### src/design/fmh_pkg.sv
// Package: constants and carrier types for the flash module host controller
//
// Overview of operation
// - Host drives bank select as address LSB on reads and on writes alike.
// - Host drives chip select low to select; edges select and deselect.
// - Mode decode: read, output disable, write from select, enable, strobe.
// - Array changes only after complete command sequence, never one write.
// - Command sequences start with AA to 5555 then 55 to 2AAA.
`default_nettype none

package fmh_pkg;

    // =========================================================
    // Register map (Avalon word addresses)
    localparam logic [2:0] REG_CTRL   = 3'h0;
    localparam logic [2:0] REG_ADDR   = 3'h1;
    localparam logic [2:0] REG_WDATA  = 3'h2;
    localparam logic [2:0] REG_RDATA  = 3'h3;
    localparam logic [2:0] REG_STATUS = 3'h4;

    // CTRL fields: writing starts an operation
    localparam int CTRL_OP_LSB   = 0;    // 2-bit opcode
    localparam int CTRL_BANK_BIT = 2;    // bank_half_select value
    localparam int CTRL_ID_BIT   = 3;    // raise id_elevated_level request
    localparam int CTRL_UNLK_BIT = 4;    // prefix unlock writes

    // STATUS fields
    localparam int STAT_BUSY_BIT = 0;
    localparam int STAT_DONE_BIT = 1;

    // =========================================================
    // Opcodes
    localparam logic [1:0] OP_READ  = 2'h0;
    localparam logic [1:0] OP_WRITE = 2'h1;

    // =========================================================
    // Unlock sequence
    localparam logic [14:0] UNLOCK_ADDR1 = 15'h5555;
    localparam logic [14:0] UNLOCK_ADDR2 = 15'h2AAA;
    localparam logic [15:0] UNLOCK_DATA1 = 16'h00AA;
    localparam logic [15:0] UNLOCK_DATA2 = 16'h0055;

    // =========================================================
    // Timing
    localparam int CLK_PERIOD_NS  = 20;
    localparam int ACCESS_NS      = 200;  // slowest read access time
    localparam int STROBE_NS      = 100;  // write strobe low width
    localparam int RECOVER_NS     = 40;   // idle between bus cycles
    localparam int ACCESS_CYC  = (ACCESS_NS + CLK_PERIOD_NS - 1)
                                 / CLK_PERIOD_NS;
    localparam int STROBE_CYC  = (STROBE_NS + CLK_PERIOD_NS - 1)
                                 / CLK_PERIOD_NS;
    localparam int RECOVER_CYC = (RECOVER_NS + CLK_PERIOD_NS - 1)
                                 / CLK_PERIOD_NS;
    localparam int CNT_W = 4;

    // =========================================================
    // Carrier types
    typedef struct packed {
        logic        chip_sel_n;
        logic        out_en_n;
        logic        write_strobe_lo_n;
        logic        write_strobe_hi_n;
        logic        bank_half_select;
        logic        id_elevated_level;
        logic [19:0] address_lines;
    } fmh_ctl_s;

    typedef enum logic [2:0] {
        ST_IDLE, ST_SETUP, ST_STROBE, ST_HOLD, ST_RECOVER
    } fmh_state_e;

endpackage : fmh_pkg

`default_nettype wire

### src/design/fmh_host.sv
// Host controller driving the flash module pins from Avalon-MM registers
`default_nettype none

module fmh_host
    import fmh_pkg::*;
(
    input  wire logic        clk,
    input  wire logic        sys_rst,
    input  wire logic        clk_en,
    input  wire logic [2:0]  avs_address,
    input  wire logic        avs_read,
    input  wire logic        avs_write,
    input  wire logic [31:0] avs_writedata,
    output logic      [31:0] avs_readdata,
    output logic             avs_waitrequest,
    output var fmh_ctl_s     pins,
    input  wire logic [15:0] data_in,
    output logic      [15:0] data_out,
    output logic             data_oe
);

    // =========================================================
    // Registers
    fmh_state_e        state;
    logic [CNT_W-1:0]  cnt;
    logic [19:0]       addr_reg;
    logic [15:0]       wdata_reg;
    logic [15:0]       rdata_reg;
    logic [1:0]        op_reg;
    logic              bank_reg;
    logic              id_reg;
    logic [1:0]        unlock_left;
    logic              done;
    logic              rd_pend;
    logic [CNT_W-1:0]  oe_low_cnt;
    fmh_ctl_s          next_pins;

    // =========================================================
    // Bus decode
    wire busy      = (state != ST_IDLE);
    wire wr_ctrl   = avs_write && avs_address == REG_CTRL;
    wire wr_addr   = avs_write && avs_address == REG_ADDR;
    wire wr_wdata  = avs_write && avs_address == REG_WDATA;
    wire start     = wr_ctrl && !busy && clk_en;
    wire is_read   = (op_reg == OP_READ) && (unlock_left == 2'h0);
    wire cnt_zero  = (cnt == '0);
    wire cyc_last  = cnt_zero && state == ST_RECOVER;

    // Reads take one wait state so that read data comes from a flop
    wire rd_load   = avs_read && !rd_pend;

    // Stall a register write that would disturb a running cycle
    assign avs_waitrequest = (avs_write && busy &&
                              avs_address != REG_STATUS) || rd_load
                             || !clk_en;

    wire [31:0] rd_ctrl = {27'h0, 1'b0, id_reg, bank_reg, op_reg};
    wire [31:0] rd_stat = {30'h0, done, busy};
    wire [31:0] rd_mux  =
        (avs_address == REG_CTRL)   ? rd_ctrl :
        (avs_address == REG_ADDR)   ? {12'h0, addr_reg} :
        (avs_address == REG_WDATA)  ? {16'h0, wdata_reg} :
        (avs_address == REG_RDATA)  ? {16'h0, rdata_reg} :
        (avs_address == REG_STATUS) ? rd_stat : 32'h0;

    always_ff @(posedge clk or posedge sys_rst) begin
        if (sys_rst) begin
            avs_readdata <= 32'h0;
            rd_pend      <= 1'b0;
        end else if (clk_en) begin
            // Data stands through the accepting edge of the read
            rd_pend <= rd_load;
            if (rd_load) avs_readdata <= rd_mux;
        end
    end

    // =========================================================
    // Cycle address and data: unlock writes come first
    // Unlock prefix is two writes; the command write comes from ADDR and WDATA
    wire [19:0] cur_addr =
        (unlock_left == 2'h2) ? {addr_reg[19:15], UNLOCK_ADDR1} :
        (unlock_left == 2'h1) ? {addr_reg[19:15], UNLOCK_ADDR2} : addr_reg;
    wire [15:0] cur_data =
        (unlock_left == 2'h2) ? UNLOCK_DATA1 :
        (unlock_left == 2'h1) ? UNLOCK_DATA2 : wdata_reg;

    // =========================================================
    // Sequencer
    always_ff @(posedge clk or posedge sys_rst) begin
        if (sys_rst) begin
            state       <= ST_IDLE;
            cnt         <= '0;
            addr_reg    <= 20'h0;
            wdata_reg   <= 16'h0;
            rdata_reg   <= 16'h0;
            op_reg      <= OP_READ;
            bank_reg    <= 1'b0;
            id_reg      <= 1'b0;
            unlock_left <= 2'h0;
            done        <= 1'b0;
        end else if (clk_en) begin
            if (wr_addr && !busy) addr_reg <= avs_writedata[19:0];
            if (wr_wdata && !busy) wdata_reg <= avs_writedata[15:0];
            unique case (state)
                ST_IDLE: begin
                    if (start) begin
                        op_reg      <= avs_writedata[CTRL_OP_LSB +: 2];
                        bank_reg    <= avs_writedata[CTRL_BANK_BIT];
                        id_reg      <= avs_writedata[CTRL_ID_BIT];
                        unlock_left <= avs_writedata[CTRL_UNLK_BIT]
                                       ? 2'h2 : 2'h0;
                        done        <= 1'b0;
                        cnt         <= CNT_W'(RECOVER_CYC - 1);
                        state       <= ST_SETUP;
                    end
                end
                ST_SETUP: begin
                    if (cnt_zero) begin
                        cnt   <= is_read ? CNT_W'(ACCESS_CYC - 1)
                                         : CNT_W'(STROBE_CYC - 1);
                        state <= ST_STROBE;
                    end else begin
                        cnt <= cnt - 1'b1;
                    end
                end
                ST_STROBE: begin
                    if (cnt_zero) begin
                        state <= ST_HOLD;
                    end else begin
                        cnt <= cnt - 1'b1;
                    end
                end
                ST_HOLD: begin
                    // Sample read data
                    // Pins lag state by a cycle, so wait out the full access
                    if (is_read) rdata_reg <= data_in;
                    cnt   <= CNT_W'(RECOVER_CYC - 1);
                    state <= ST_RECOVER;
                end
                ST_RECOVER: begin
                    if (!cnt_zero) begin
                        cnt <= cnt - 1'b1;
                    end else if (unlock_left != 2'h0) begin
                        unlock_left <= unlock_left - 1'b1;
                        cnt         <= CNT_W'(RECOVER_CYC - 1);
                        state       <= ST_SETUP;
                    end else begin
                        done  <= 1'b1;
                        state <= ST_IDLE;
                    end
                end
                default: state <= ST_IDLE;
            endcase
        end
    end

    // =========================================================
    // Pin drive
    wire active  = (state == ST_SETUP) || (state == ST_STROBE)
                   || (state == ST_HOLD);
    wire strobe  = (state == ST_STROBE);
    wire in_wr   = active && !is_read;

    always_comb begin
        next_pins = '{chip_sel_n: 1'b1, out_en_n: 1'b1,
                      write_strobe_lo_n: 1'b1, write_strobe_hi_n: 1'b1,
                      bank_half_select: 1'b0, id_elevated_level: 1'b0,
                      address_lines: 20'h0};
        next_pins.chip_sel_n = !active;
        next_pins.address_lines = cur_addr;
        next_pins.bank_half_select = bank_reg;
        next_pins.id_elevated_level = id_reg && is_read && active;
        // Read decode: enable low, strobe high
        next_pins.out_en_n = !(strobe && is_read);
        // Write strobes pulse only in writes
        next_pins.write_strobe_lo_n = !(strobe && !is_read);
        next_pins.write_strobe_hi_n = !(strobe && !is_read);
    end

    // Registered pins keep strobes glitch free at the module boundary
    always_ff @(posedge clk or posedge sys_rst) begin
        if (sys_rst) begin
            pins     <= '{chip_sel_n: 1'b1, out_en_n: 1'b1,
                          write_strobe_lo_n: 1'b1, write_strobe_hi_n: 1'b1,
                          bank_half_select: 1'b0, id_elevated_level: 1'b0,
                          address_lines: 20'h0};
            data_out <= 16'h0;
            data_oe  <= 1'b0;
        end else if (clk_en) begin
            pins     <= next_pins;
            // Drive command or data during writes
            data_out <= cur_data;
            data_oe  <= in_wr;
        end
    end

    // =========================================================
    // Assertions
    // Output-enable low time, to check the read access window
    always_ff @(posedge clk or posedge sys_rst) begin
        if (sys_rst) begin
            oe_low_cnt <= '0;
        end else if (clk_en) begin
            oe_low_cnt <= pins.out_en_n ? '0 : oe_low_cnt + 1'b1;
        end
    end

    wire rd_sample = (state == ST_HOLD) && is_read && clk_en;

    property p_access;
        @(posedge clk) disable iff (sys_rst)
        rd_sample |-> !pins.out_en_n && !pins.chip_sel_n
                      && oe_low_cnt >= CNT_W'(ACCESS_CYC - 1);
    endproperty
    a_access: assert property (p_access)
        else $error("Read data sampled before access time");

    property p_id_read;
        @(posedge clk) disable iff (sys_rst)
        pins.id_elevated_level |-> pins.write_strobe_lo_n
                                   && pins.write_strobe_hi_n;
    endproperty
    a_id_read: assert property (p_id_read)
        else $error("Identifier level raised during a write");

    property p_cs_gap;
        @(posedge clk) disable iff (sys_rst)
        $rose(pins.chip_sel_n) |=> pins.chip_sel_n;
    endproperty
    a_cs_gap: assert property (p_cs_gap)
        else $error("Chip select high for a single cycle only");

    property p_no_contend;
        @(posedge clk) disable iff (sys_rst)
        data_oe |-> pins.out_en_n;
    endproperty
    a_no_contend: assert property (p_no_contend)
        else $error("Data driven while output enable low");

    property p_excl;
        @(posedge clk) disable iff (sys_rst)
        !(pins.out_en_n == 1'b0 && pins.write_strobe_lo_n == 1'b0);
    endproperty
    a_excl: assert property (p_excl)
        else $error("Output enable and write strobe low together");

    property p_sel;
        @(posedge clk) disable iff (sys_rst)
        (!pins.out_en_n || !pins.write_strobe_lo_n) |-> !pins.chip_sel_n;
    endproperty
    a_sel: assert property (p_sel)
        else $error("Strobe active without chip select");

    property p_wr_data;
        @(posedge clk) disable iff (sys_rst)
        !pins.write_strobe_lo_n |-> data_oe;
    endproperty
    a_wr_data: assert property (p_wr_data)
        else $error("Write strobe without data drive");

    property p_unlock1;
        @(posedge clk) disable iff (sys_rst)
        ($fell(pins.write_strobe_lo_n) && unlock_left == 2'h2)
            |-> pins.address_lines[14:0] == UNLOCK_ADDR1
                && data_out == UNLOCK_DATA1;
    endproperty
    a_unlock1: assert property (p_unlock1)
        else $error("First unlock write wrong");

    property p_unlock2;
        @(posedge clk) disable iff (sys_rst)
        ($fell(pins.write_strobe_lo_n) && unlock_left == 2'h1)
            |-> pins.address_lines[14:0] == UNLOCK_ADDR2
                && data_out == UNLOCK_DATA2;
    endproperty
    a_unlock2: assert property (p_unlock2)
        else $error("Second unlock write wrong");

    property p_addr_stable;
        @(posedge clk) disable iff (sys_rst)
        (!pins.write_strobe_lo_n && clk_en && $past(clk_en))
            |-> $stable(pins.address_lines);
    endproperty
    a_addr_stable: assert property (p_addr_stable)
        else $error("Address moved during write strobe");

    property p_data_hold;
        @(posedge clk) disable iff (sys_rst)
        (clk_en && $rose(pins.write_strobe_lo_n)) |-> data_oe;
    endproperty
    a_data_hold: assert property (p_data_hold)
        else $error("Data released before strobe rise");

    property p_bank;
        @(posedge clk) disable iff (sys_rst)
        !pins.out_en_n |-> pins.bank_half_select == bank_reg;
    endproperty
    a_bank: assert property (p_bank)
        else $error("Bank select not steady in read");

    c_read:   cover property (@(posedge clk) $fell(pins.out_en_n));
    c_write:  cover property (@(posedge clk) $fell(pins.write_strobe_lo_n));
    c_unlock: cover property (@(posedge clk)
                  unlock_left == 2'h1 && !pins.write_strobe_lo_n);
    c_id:     cover property (@(posedge clk) pins.id_elevated_level);
    c_rdwait: cover property (@(posedge clk) rd_load && clk_en);

endmodule : fmh_host

`default_nettype wire

### config.mk
export PLATFORM = sky130hd
export DESIGN_NAME = fmh_host
export DESIGN_NICKNAME = d
export VERILOG_FILES = /design/src/design/fmh_pkg.sv /design/src/design/fmh_host.sv
export SDC_FILE = /design/constraint.sdc
export NUM_CORES = 1
export LEC_CHECK = 0
export BUFFER_PORTS_ARGS = -buffer_cell sky130_fd_sc_hd__buf_2
export CORE_MARGIN = 5
export CORE_UTILIZATION = 55
export CTS_CLUSTER_DIAMETER = 80
export CTS_CLUSTER_SIZE = 12
export DETAILED_ROUTE_END_ITERATION = 8
export PLACE_DENSITY = 0.82
export SYNTH_ARGS = -nofsm -noshare
export SYNTH_HDL_FRONTEND = slang
export SYNTH_SLANG_ARGS = --single-unit
### constraint.sdc
create_clock -name clk -period 6.87 [get_ports clk]
set_input_delay 1.0305 -clock clk [delete_from_list [all_inputs] [get_ports clk]]
set_output_delay 1.0305 -clock clk [all_outputs]
set_load 0.02 [all_outputs]
==> insert_results.sql, run 1 <==
INSERT INTO impl_metrics (metric_group, metric, value, unit) VALUES
('place', 'worst_slack_placed', '3120', 'ps'),
('synthesis', 'synth_most_common_cell', 'dfrtp_1', ''),
('timing', 'slew_violations', '0', ''),
('outcome', 'status', 'complete, no violations', ''),
('clock_tree', 'clock_sinks', '129', ''),
('timing', 'maxSlewHeadroom', '22.40', '%'),
('route', 'viasPerCell', '5.862', ''),
('pwr', 'p_int', '2.056', 'mW'),
('route', 'detailroute.via_count', '4473', ''),
('layout', 'area_of_the_multi_input_gates', '2296', 'um^2'),
('timing', 'rsz_0062_raised_after_global_routing', 'no', ''),
('synthesis', 'synthesis.instances', '517', ''),
('timing', 'period_needed', '3780', 'ps'),
('timing', 'hold_violations', '0', ''),
('synthesis', 'synth_top_family_by_area', 'multiplexers', ''),
('timing', 'tightestPinTransition', '1161', 'ps'),
('synthesis', 'synth_compound_area_share', '13.00', '%'),
('synthesis', 'synth_area', '5784', 'um^2'),
('die', 'floorplan.die.height', '112.6', 'um'),
('worst_setup_path', 'timing.critical_path.from_type', 'primary input', ''),
('pwr', 'design_power_total', '3.183', 'mW'),
('timing', 'setup_viol', '0', ''),
('layout', 'n_fill_cell', '733', ''),
('clock_tree', 'tritoncts', 'yes', ''),
('place', 'port_buffers', '107', ''),
('clock_tree', 'post_cts_hold_buffers', '0', ''),
('timing', 'final_critical_path_setup_slack', '3090', 'ps'),
('clock_tree', 'worst_skew_pair.late_latency', '530', 'ps'),
('synthesis', 'syn_avg_cell_area', '11.19', 'um^2'),
('route', 'number_of_nets_with_antenna_violations_after_routing', '0', ''),
('synthesis', 'yosys_top_cell_by_area', 'dfrtp_1', ''),
('synthesis', 'yosys-top-cells-area', 'dfrtp_1 (55%), mux2_2 (15%), o21ai_0 (3.4%)', ''),
('layout', 'fin_cells', '763', ''),
('synthesis', 'ys_ff_latch', '129', ''),
('worst_setup_path', 'largest_fanout_on_the_critical_path', '66', ''),
('pwr', 'p_per_area', '458.0', 'nW/um^2'),
('worst_setup_path', 'critPathCaptureType', 'primary output', ''),
('timing', 'totalNegativeSetupSlack', '0', 'ps'),
('synthesis', 'synth_top_flop_cell', 'dfrtp_1', ''),
('worst_setup_path', 'timing.setup.critical_path_class', 'primary input to primary output', ''),
('worst_setup_path', 'worstPathRequired', '5840', 'ps'),
('clock_tree', 'postCtsSetupBuffers', '0', ''),
('pwr', 'swShare', '35.42', '%'),
('layout', 'diodes', '0', ''),
('place', 'detailed_place_hpwl', '9627', 'um'),
('grt', 'antenna_found_initial', '0', ''),
('grt', 'grt_pass1_wl', '24550', 'um'),
('clock_tree', 'cts-root-to-sink-buffers', '2', ''),
('pwr', 'power.static_leakage', '3.368', 'nW'),
('synthesis', 'share_of_synthesized_cell_area_in_and_or_nand_and_nor_gates', '8.890', '%'),
('layout', 'syn2layout_area_growth', '20.16', '%'),
('layout', 'register_area', '3232', 'um^2'),
('route', 'wirelength', '15200', 'um'),
('die', 'die-area', '12670', 'um^2'),
('layout', 'post_route_cells_drive_above_1_share', '35.73', '%'),
('clock_tree', 'cts_buffers', '17', ''),
('pwr', 'peakVddDrop', '0.2151', 'mV'),
('clock_tree', 'postCtsResizedCells', '0', ''),
('synthesis', 'synth-edff-count', '0', ''),
('grt', 'grt_usage', '24.55', '%'),
('pwr', 'power.share.sequential', '39.7', '%'),
('die', 'floorplan.core_area', '10280', 'um^2'),
('grt', 'grt_max_degree', '78', ''),
('clock_tree', 'clk_pin_slew_worst_paths', '60', 'ps'),
('place', 'place_congestion', '0.8411', ''),
('die', 'std_cell_rows', '37', ''),
('synthesis', 'yosys.cell_types.count', '44', ''),
('place', 'post-place-cells', '733', ''),
('die', 'die_wd', '112.6', 'um'),
('clock_tree', 'htree_levels', '4', ''),
('synthesis', 'mux_cell_area_share_after_synthesis', '15.70', '%');
==> logic make-up (layout without fill, tap and decap cells) <==
kind of cell / after synthesis / in the layout
buffers and inverters: 64 / 163
xor gates and xnor gates: 3 / 3
adders and majority gates: 4 / 4
other: 1 / 12
DFF: 129 / 129
muxes: 81 / 81
AOI/OAI and AO/OA: 121 / 121
and+or+nand+nor: 114 / 114
==> area by class of cell <==
class,instances,area share (%)
tap,136,2.448
inverter,20,1.116
clock inverter,5,1.440
multi-input combinational,335,33.03
timing repair buffer,113,8.353
clock buffer,25,7.111
sequential,129,46.50
==> cell usage in the layout, fill, tap and decap left out, types with 6 or more instances in the layout <==
cell type	Yosys	layout
buf_2	4	107
mux2_2	78	78
o31ai_1	12	12
nand2_1	35	35
nor2_1	41	41
a21oi_1	30	30
clkbuf_8	0	6
inv_1	20	19
a22o_1	7	7
clkbuf_16	0	16
a22oi_1	15	15
nor3_1	6	6
conb_1	1	12
buf_4	14	6
dfrtp_1	126	126
o21ai_0	39	39
nand3_1	13	13
==> worst max-delay path, cell delays in order <==
cell and delay, ps:
buf_2 70, buf_4 530, inv_1 540, a221o_1 400
buf_2 160
==> worst paths after layout <==
check                                        to  depth (start not counted)       startpoint  slack [ps]
max in group asynchronous          addr_reg[14]                          3          sys_rst        4940
worst max register to register     addr_reg[15]                          4         state[0]        4140
worst max-delay path            avs_waitrequest                          5           clk_en        3090
worst min-delay path            avs_readdata[2]                          2  avs_readdata[2]         480
min in group asynchronous          rdata_reg[6]                          2          sys_rst         710
worst min register to register  avs_readdata[2]                          2  avs_readdata[2]         480
==> power by group through the flow <==
stage	Clock, mW	Sequential (mW)	Combinational, mW
final	0.915	1.26	1.01
after global routing	0.953	1.29	1.10
after CTS	0.918	1.25	1.01
after detailed placement	0	1.26	0.986
after global placement	0	1.24	0.950
after floorplan	0	1.33	0.584
==> per-stage QoR <==
stage	hold slack [ps]	instance area [um^2]
4_1_cts	479.7	6950
5_1_grt	497.7	6950
6_report	478.6	6950
3_5_place_dp	467.1	6356
2_1_floorplan	463.6	5826
3_3_place_gp	463.1	6356
==> routing by layer <==
metal	track usage, %	share of wire, %	wire (um)	vias up
li1	-	-	-	1991
met1	30.11	39	5872	2231
met2	40.72	51	7716	214
met3	6.685	8.0	1217	37
met4	10.82	2.6	392	0
met5	0	0	0	-
No activity file was read; power rests on OpenSTA's default activity.
==> inputs of run 2 (changes only) <==
--- a/config.mk
+++ b/config.mk
@@ -7,11 +7,11 @@
 export LEC_CHECK = 0
 export BUFFER_PORTS_ARGS = -buffer_cell sky130_fd_sc_hd__buf_2
 export CORE_MARGIN = 5
-export CORE_UTILIZATION = 55
+export CORE_UTILIZATION = 49
 export CTS_CLUSTER_DIAMETER = 80
 export CTS_CLUSTER_SIZE = 12
 export DETAILED_ROUTE_END_ITERATION = 8
-export PLACE_DENSITY = 0.82
+export PLACE_DENSITY = 0.77
 export SYNTH_ARGS = -nofsm -noshare
 export SYNTH_HDL_FRONTEND = slang
 export SYNTH_SLANG_ARGS = --single-unit
==> constraint.sdc (replaced) <==
create_clock -name clk -period 3 [get_ports clk]
set_input_delay 0.45 -clock clk [delete_from_list [all_inputs] [get_ports clk]]
set_output_delay 0.45 -clock clk [all_outputs]
set_load 0.02 [all_outputs]
==> run 2 against run 1 <==
Effect of this change:
- clock skew down 0.79 ps
- clock-buffer cell count down 3
- hold slack worse by 290 ps
- sequential share of layout area down 0.77 points
- flip-flop and latch count unchanged
- routed wire length down 4.0%
- die area up 11%
- first-iteration DRC count up 5.4%
- core utilization down 6.3 points
- cell area up 1.7%
- critical endpoint unchanged
- highest routed layer unchanged
==> insert_results.sql, run 2 (synthesis results as in run 1) <==
INSERT INTO impl_metrics (metric_group, metric, value, unit) VALUES
('timing', 'finClkSkew', '9.462', 'ps'),
('timing', 'rsz_0062_raised_after_global_routing', 'no', ''),
('run', 'maxCapViolCount', '0', ''),
('clock_tree', 'clk_pin_slew_worst_paths', '60', 'ps'),
('layout', 'post-route-cell-area', '7067', 'um^2'),
('place', 'dpl_cell_area', '6436', 'um^2'),
('pwr', 'design_power_total', '7.335', 'mW'),
('clock_tree', 'cts-root-to-sink-buffers', '2', ''),
('grt', 'via_count_of_the_first_global_routing_pass', '4668', ''),
('worst_setup_path', 'largest_fanout_on_the_critical_path', '14', ''),
('worst_setup_path', 'slowest_stage', 'dfrtp_1', ''),
('layout', 'post_route_cells_drive_above_1_share', '36.69', '%'),
('route', 'wirelength', '14590', 'um'),
('clock_tree', 'postCtsResizedCells', '0', ''),
('worst_setup_path', 'cp.arrival', '1970', 'ps'),
('route', 'drt_pass1_iterations', '6', ''),
('timing', 'tightestPinTransition', '892.4', 'ps'),
('clock_tree', 'cts_buffers', '17', ''),
('timing', 'setup_viol', '0', ''),
('die', 'floorplan.core_area', '11520', 'um^2'),
('grt', 'grt_pass1_wl', '24090', 'um'),
('outcome', 'status', 'complete, no violations', ''),
('timing', 'final_min_period_over_clock_period', '80.78', '%'),
('route', 'viasPerCell', '5.663', ''),
('die', 'std_cell_rows', '39', ''),
('die', 'die_wd', '118.7', 'um'),
('layout', 'area_of_the_multi_input_gates', '2296', 'um^2'),
('layout', 'layout.cells.most_common', 'dfrtp_1', ''),
('clock_tree', 'htree_levels', '4', ''),
('grt', 'grt_usage', '21.48', '%'),
('timing', 'holdWs', '187.6', 'ps'),
('route', 'post-route-drc-count', '0', ''),
('route', 'dr_wl_met3', '1019', 'um'),
('clock_tree', 'postCtsSetupBuffers', '0', ''),
('layout', 'diodes', '0', ''),
('layout', 'syn2layout_area_growth', '22.17', '%'),
('layout', 'largest_register_ff_count', '25', ''),
('worst_setup_path', 'critPathCaptureType', 'primary output', ''),
('worst_setup_path', 'timing.critical_path.from_type', 'flip-flop', ''),
('layout', 'register_area', '3232', 'um^2'),
('timing', 'maxSlewHeadroom', '40.51', '%'),
('place', 'detailed_place_hpwl', '9854', 'um'),
('pwr', 'peakVddDrop', '0.4880', 'mV'),
('clock_tree', 'cts.root.buffer_cell', 'clkbuf_16', ''),
('worst_setup_path', 'worst_r2r_endpoint', 'cnt[3]', ''),
('worst_setup_path', 'worstPathRequired', '2550', 'ps'),
('grt', 'antenna_found_initial', '0', ''),
('route', 'dr_wl_met2', '7154', 'um'),
('min_path', 'timing.hold.worst.class', 'primary input to async pin', ''),
('place', 'worst_slack_placed', '652.4', 'ps'),
('timing', 'final_critical_path_setup_slack', '576.6', 'ps'),
('route', 'route.top_layer_used', 'met4', ''),
('layout', 'final_net_count', '682', ''),
('pwr', 'p_per_area', '1038', 'nW/um^2'),
('die', 'die-area', '14080', 'um^2'),
('route', 'route.detailed.wl_per_inst', '18.75', 'um'),
('worst_setup_path', 'timing.setup.critical_path_class', 'flip-flop to primary output', ''),
('worst_setup_path', 'rrSetupSlack', '590', 'ps'),
('clock_tree', 'tritoncts', 'yes', ''),
('place', 'port_buffers', '107', ''),
('route', 'wl_met1', '6144', 'um'),
('worst_setup_path', 'critical-path-max-stage-delay', '520', 'ps'),
('pwr', 'power.static_leakage', '3.416', 'nW'),
('layout', 'n_fill_cell', '912', ''),
('timing', 'hold_violations', '0', ''),
('clock_tree', 'worst_skew_pair.late_latency', '420', 'ps'),
('timing', 'totalNegativeSetupSlack', '0', 'ps'),
('timing', 'slew_violations', '0', ''),
('timing', 'period_needed', '2423', 'ps'),
('timing', 'maxClockFrequency', '412.7', 'MHz'),
('die', 'floorplan.die.height', '118.7', 'um'),
('grt', 'grt_max_degree', '53', ''),
('route', 'detailroute.via_count', '4406', ''),
('route', 'drt_iter0_drc', '235', ''),
('grt', 'grt-ovfl-total', '0', ''),
('die', 'initial_utilization', '50.23', '%'),
('worst_setup_path', 'r2r-start', 'cnt[0]', ''),
('layout', 'final_cell_mix', 'dfrtp_1 (126), buf_2 (107), mux2_2 (78)', ''),
('place', 'place_congestion', '0.8932', ''),
('worst_setup_path', 'crit_chain', 'nor3_1 -> a21oi_1 -> a221o_1 -> buf_2', ''),
('clock_tree', 'post_cts_hold_buffers', '0', ''),
('clock_tree', 'clock_sinks', '129', ''),
('die', 'design.portCount', '132', ''),
('worst_setup_path', 'rr_worst_depth', '7', ''),
('route', 'number_of_nets_with_antenna_violations_after_routing', '0', '');
==> run 2: metal layers <==
layer  vias to the layer above  track usage (%)
li1                       2013                -
met1                      2206            27.29
met2                       164            34.88
met3                        23            6.017
met4                         0            8.689
met5                         -                0
==> run 2: how the worst max path moves through the flow <==
stage | end | slack (ps) | cells after the start | start
floorplan | addr_reg[0] | 960 | 1 | sys_rst
detailed placement | cnt[3] | 650 | 7 | cnt[0]
CTS | avs_waitrequest | 580 | 4 | state[0]
global placement | cnt[3] | 730 | 6 | avs_address[1]
global route | cnt[3] | 480 | 7 | cnt[0]
finish | avs_waitrequest | 580 | 4 | state[0]
==> run 2: worst max-delay path, delay by kind of cell (launching register included) <==
| family | cells | cell delay [ps] |
|---|---|---|
| AND/OR/NAND/NOR | 1 | 400 |
| flip-flops | 1 | 520 |
| AO/OA/AOI/OAI | 2 | 470 |
| buffers and inverters | 1 | 170 |
==> run 2: metrics by stage <==
step / util, % / std cells
global route: 61.36 / 778
detailed placement: 55.89 / 746
finish: 61.36 / 778
floorplan: - / 528
global placement: 55.89 / 746
CTS: 61.36 / 778
==> run 2: power breakdown <==
group | total (mW) | internal [mW] | switching (mW)
clock | 2.19 | 1.45 | 0.739
sequential | 2.86 | 2.38 | 0.483
combinational | 2.28 | 0.967 | 1.32
total | 7.34 | 4.80 | 2.54
==> run 2: cell type report <==
cell class	count	area share, %
clock buffer	22	6.710
clock inverter	10	2.213
inverter	20	1.115
multi-input combinational	335	32.49
sequential	129	45.73
tap	143	2.532
timing repair buffer	119	9.207
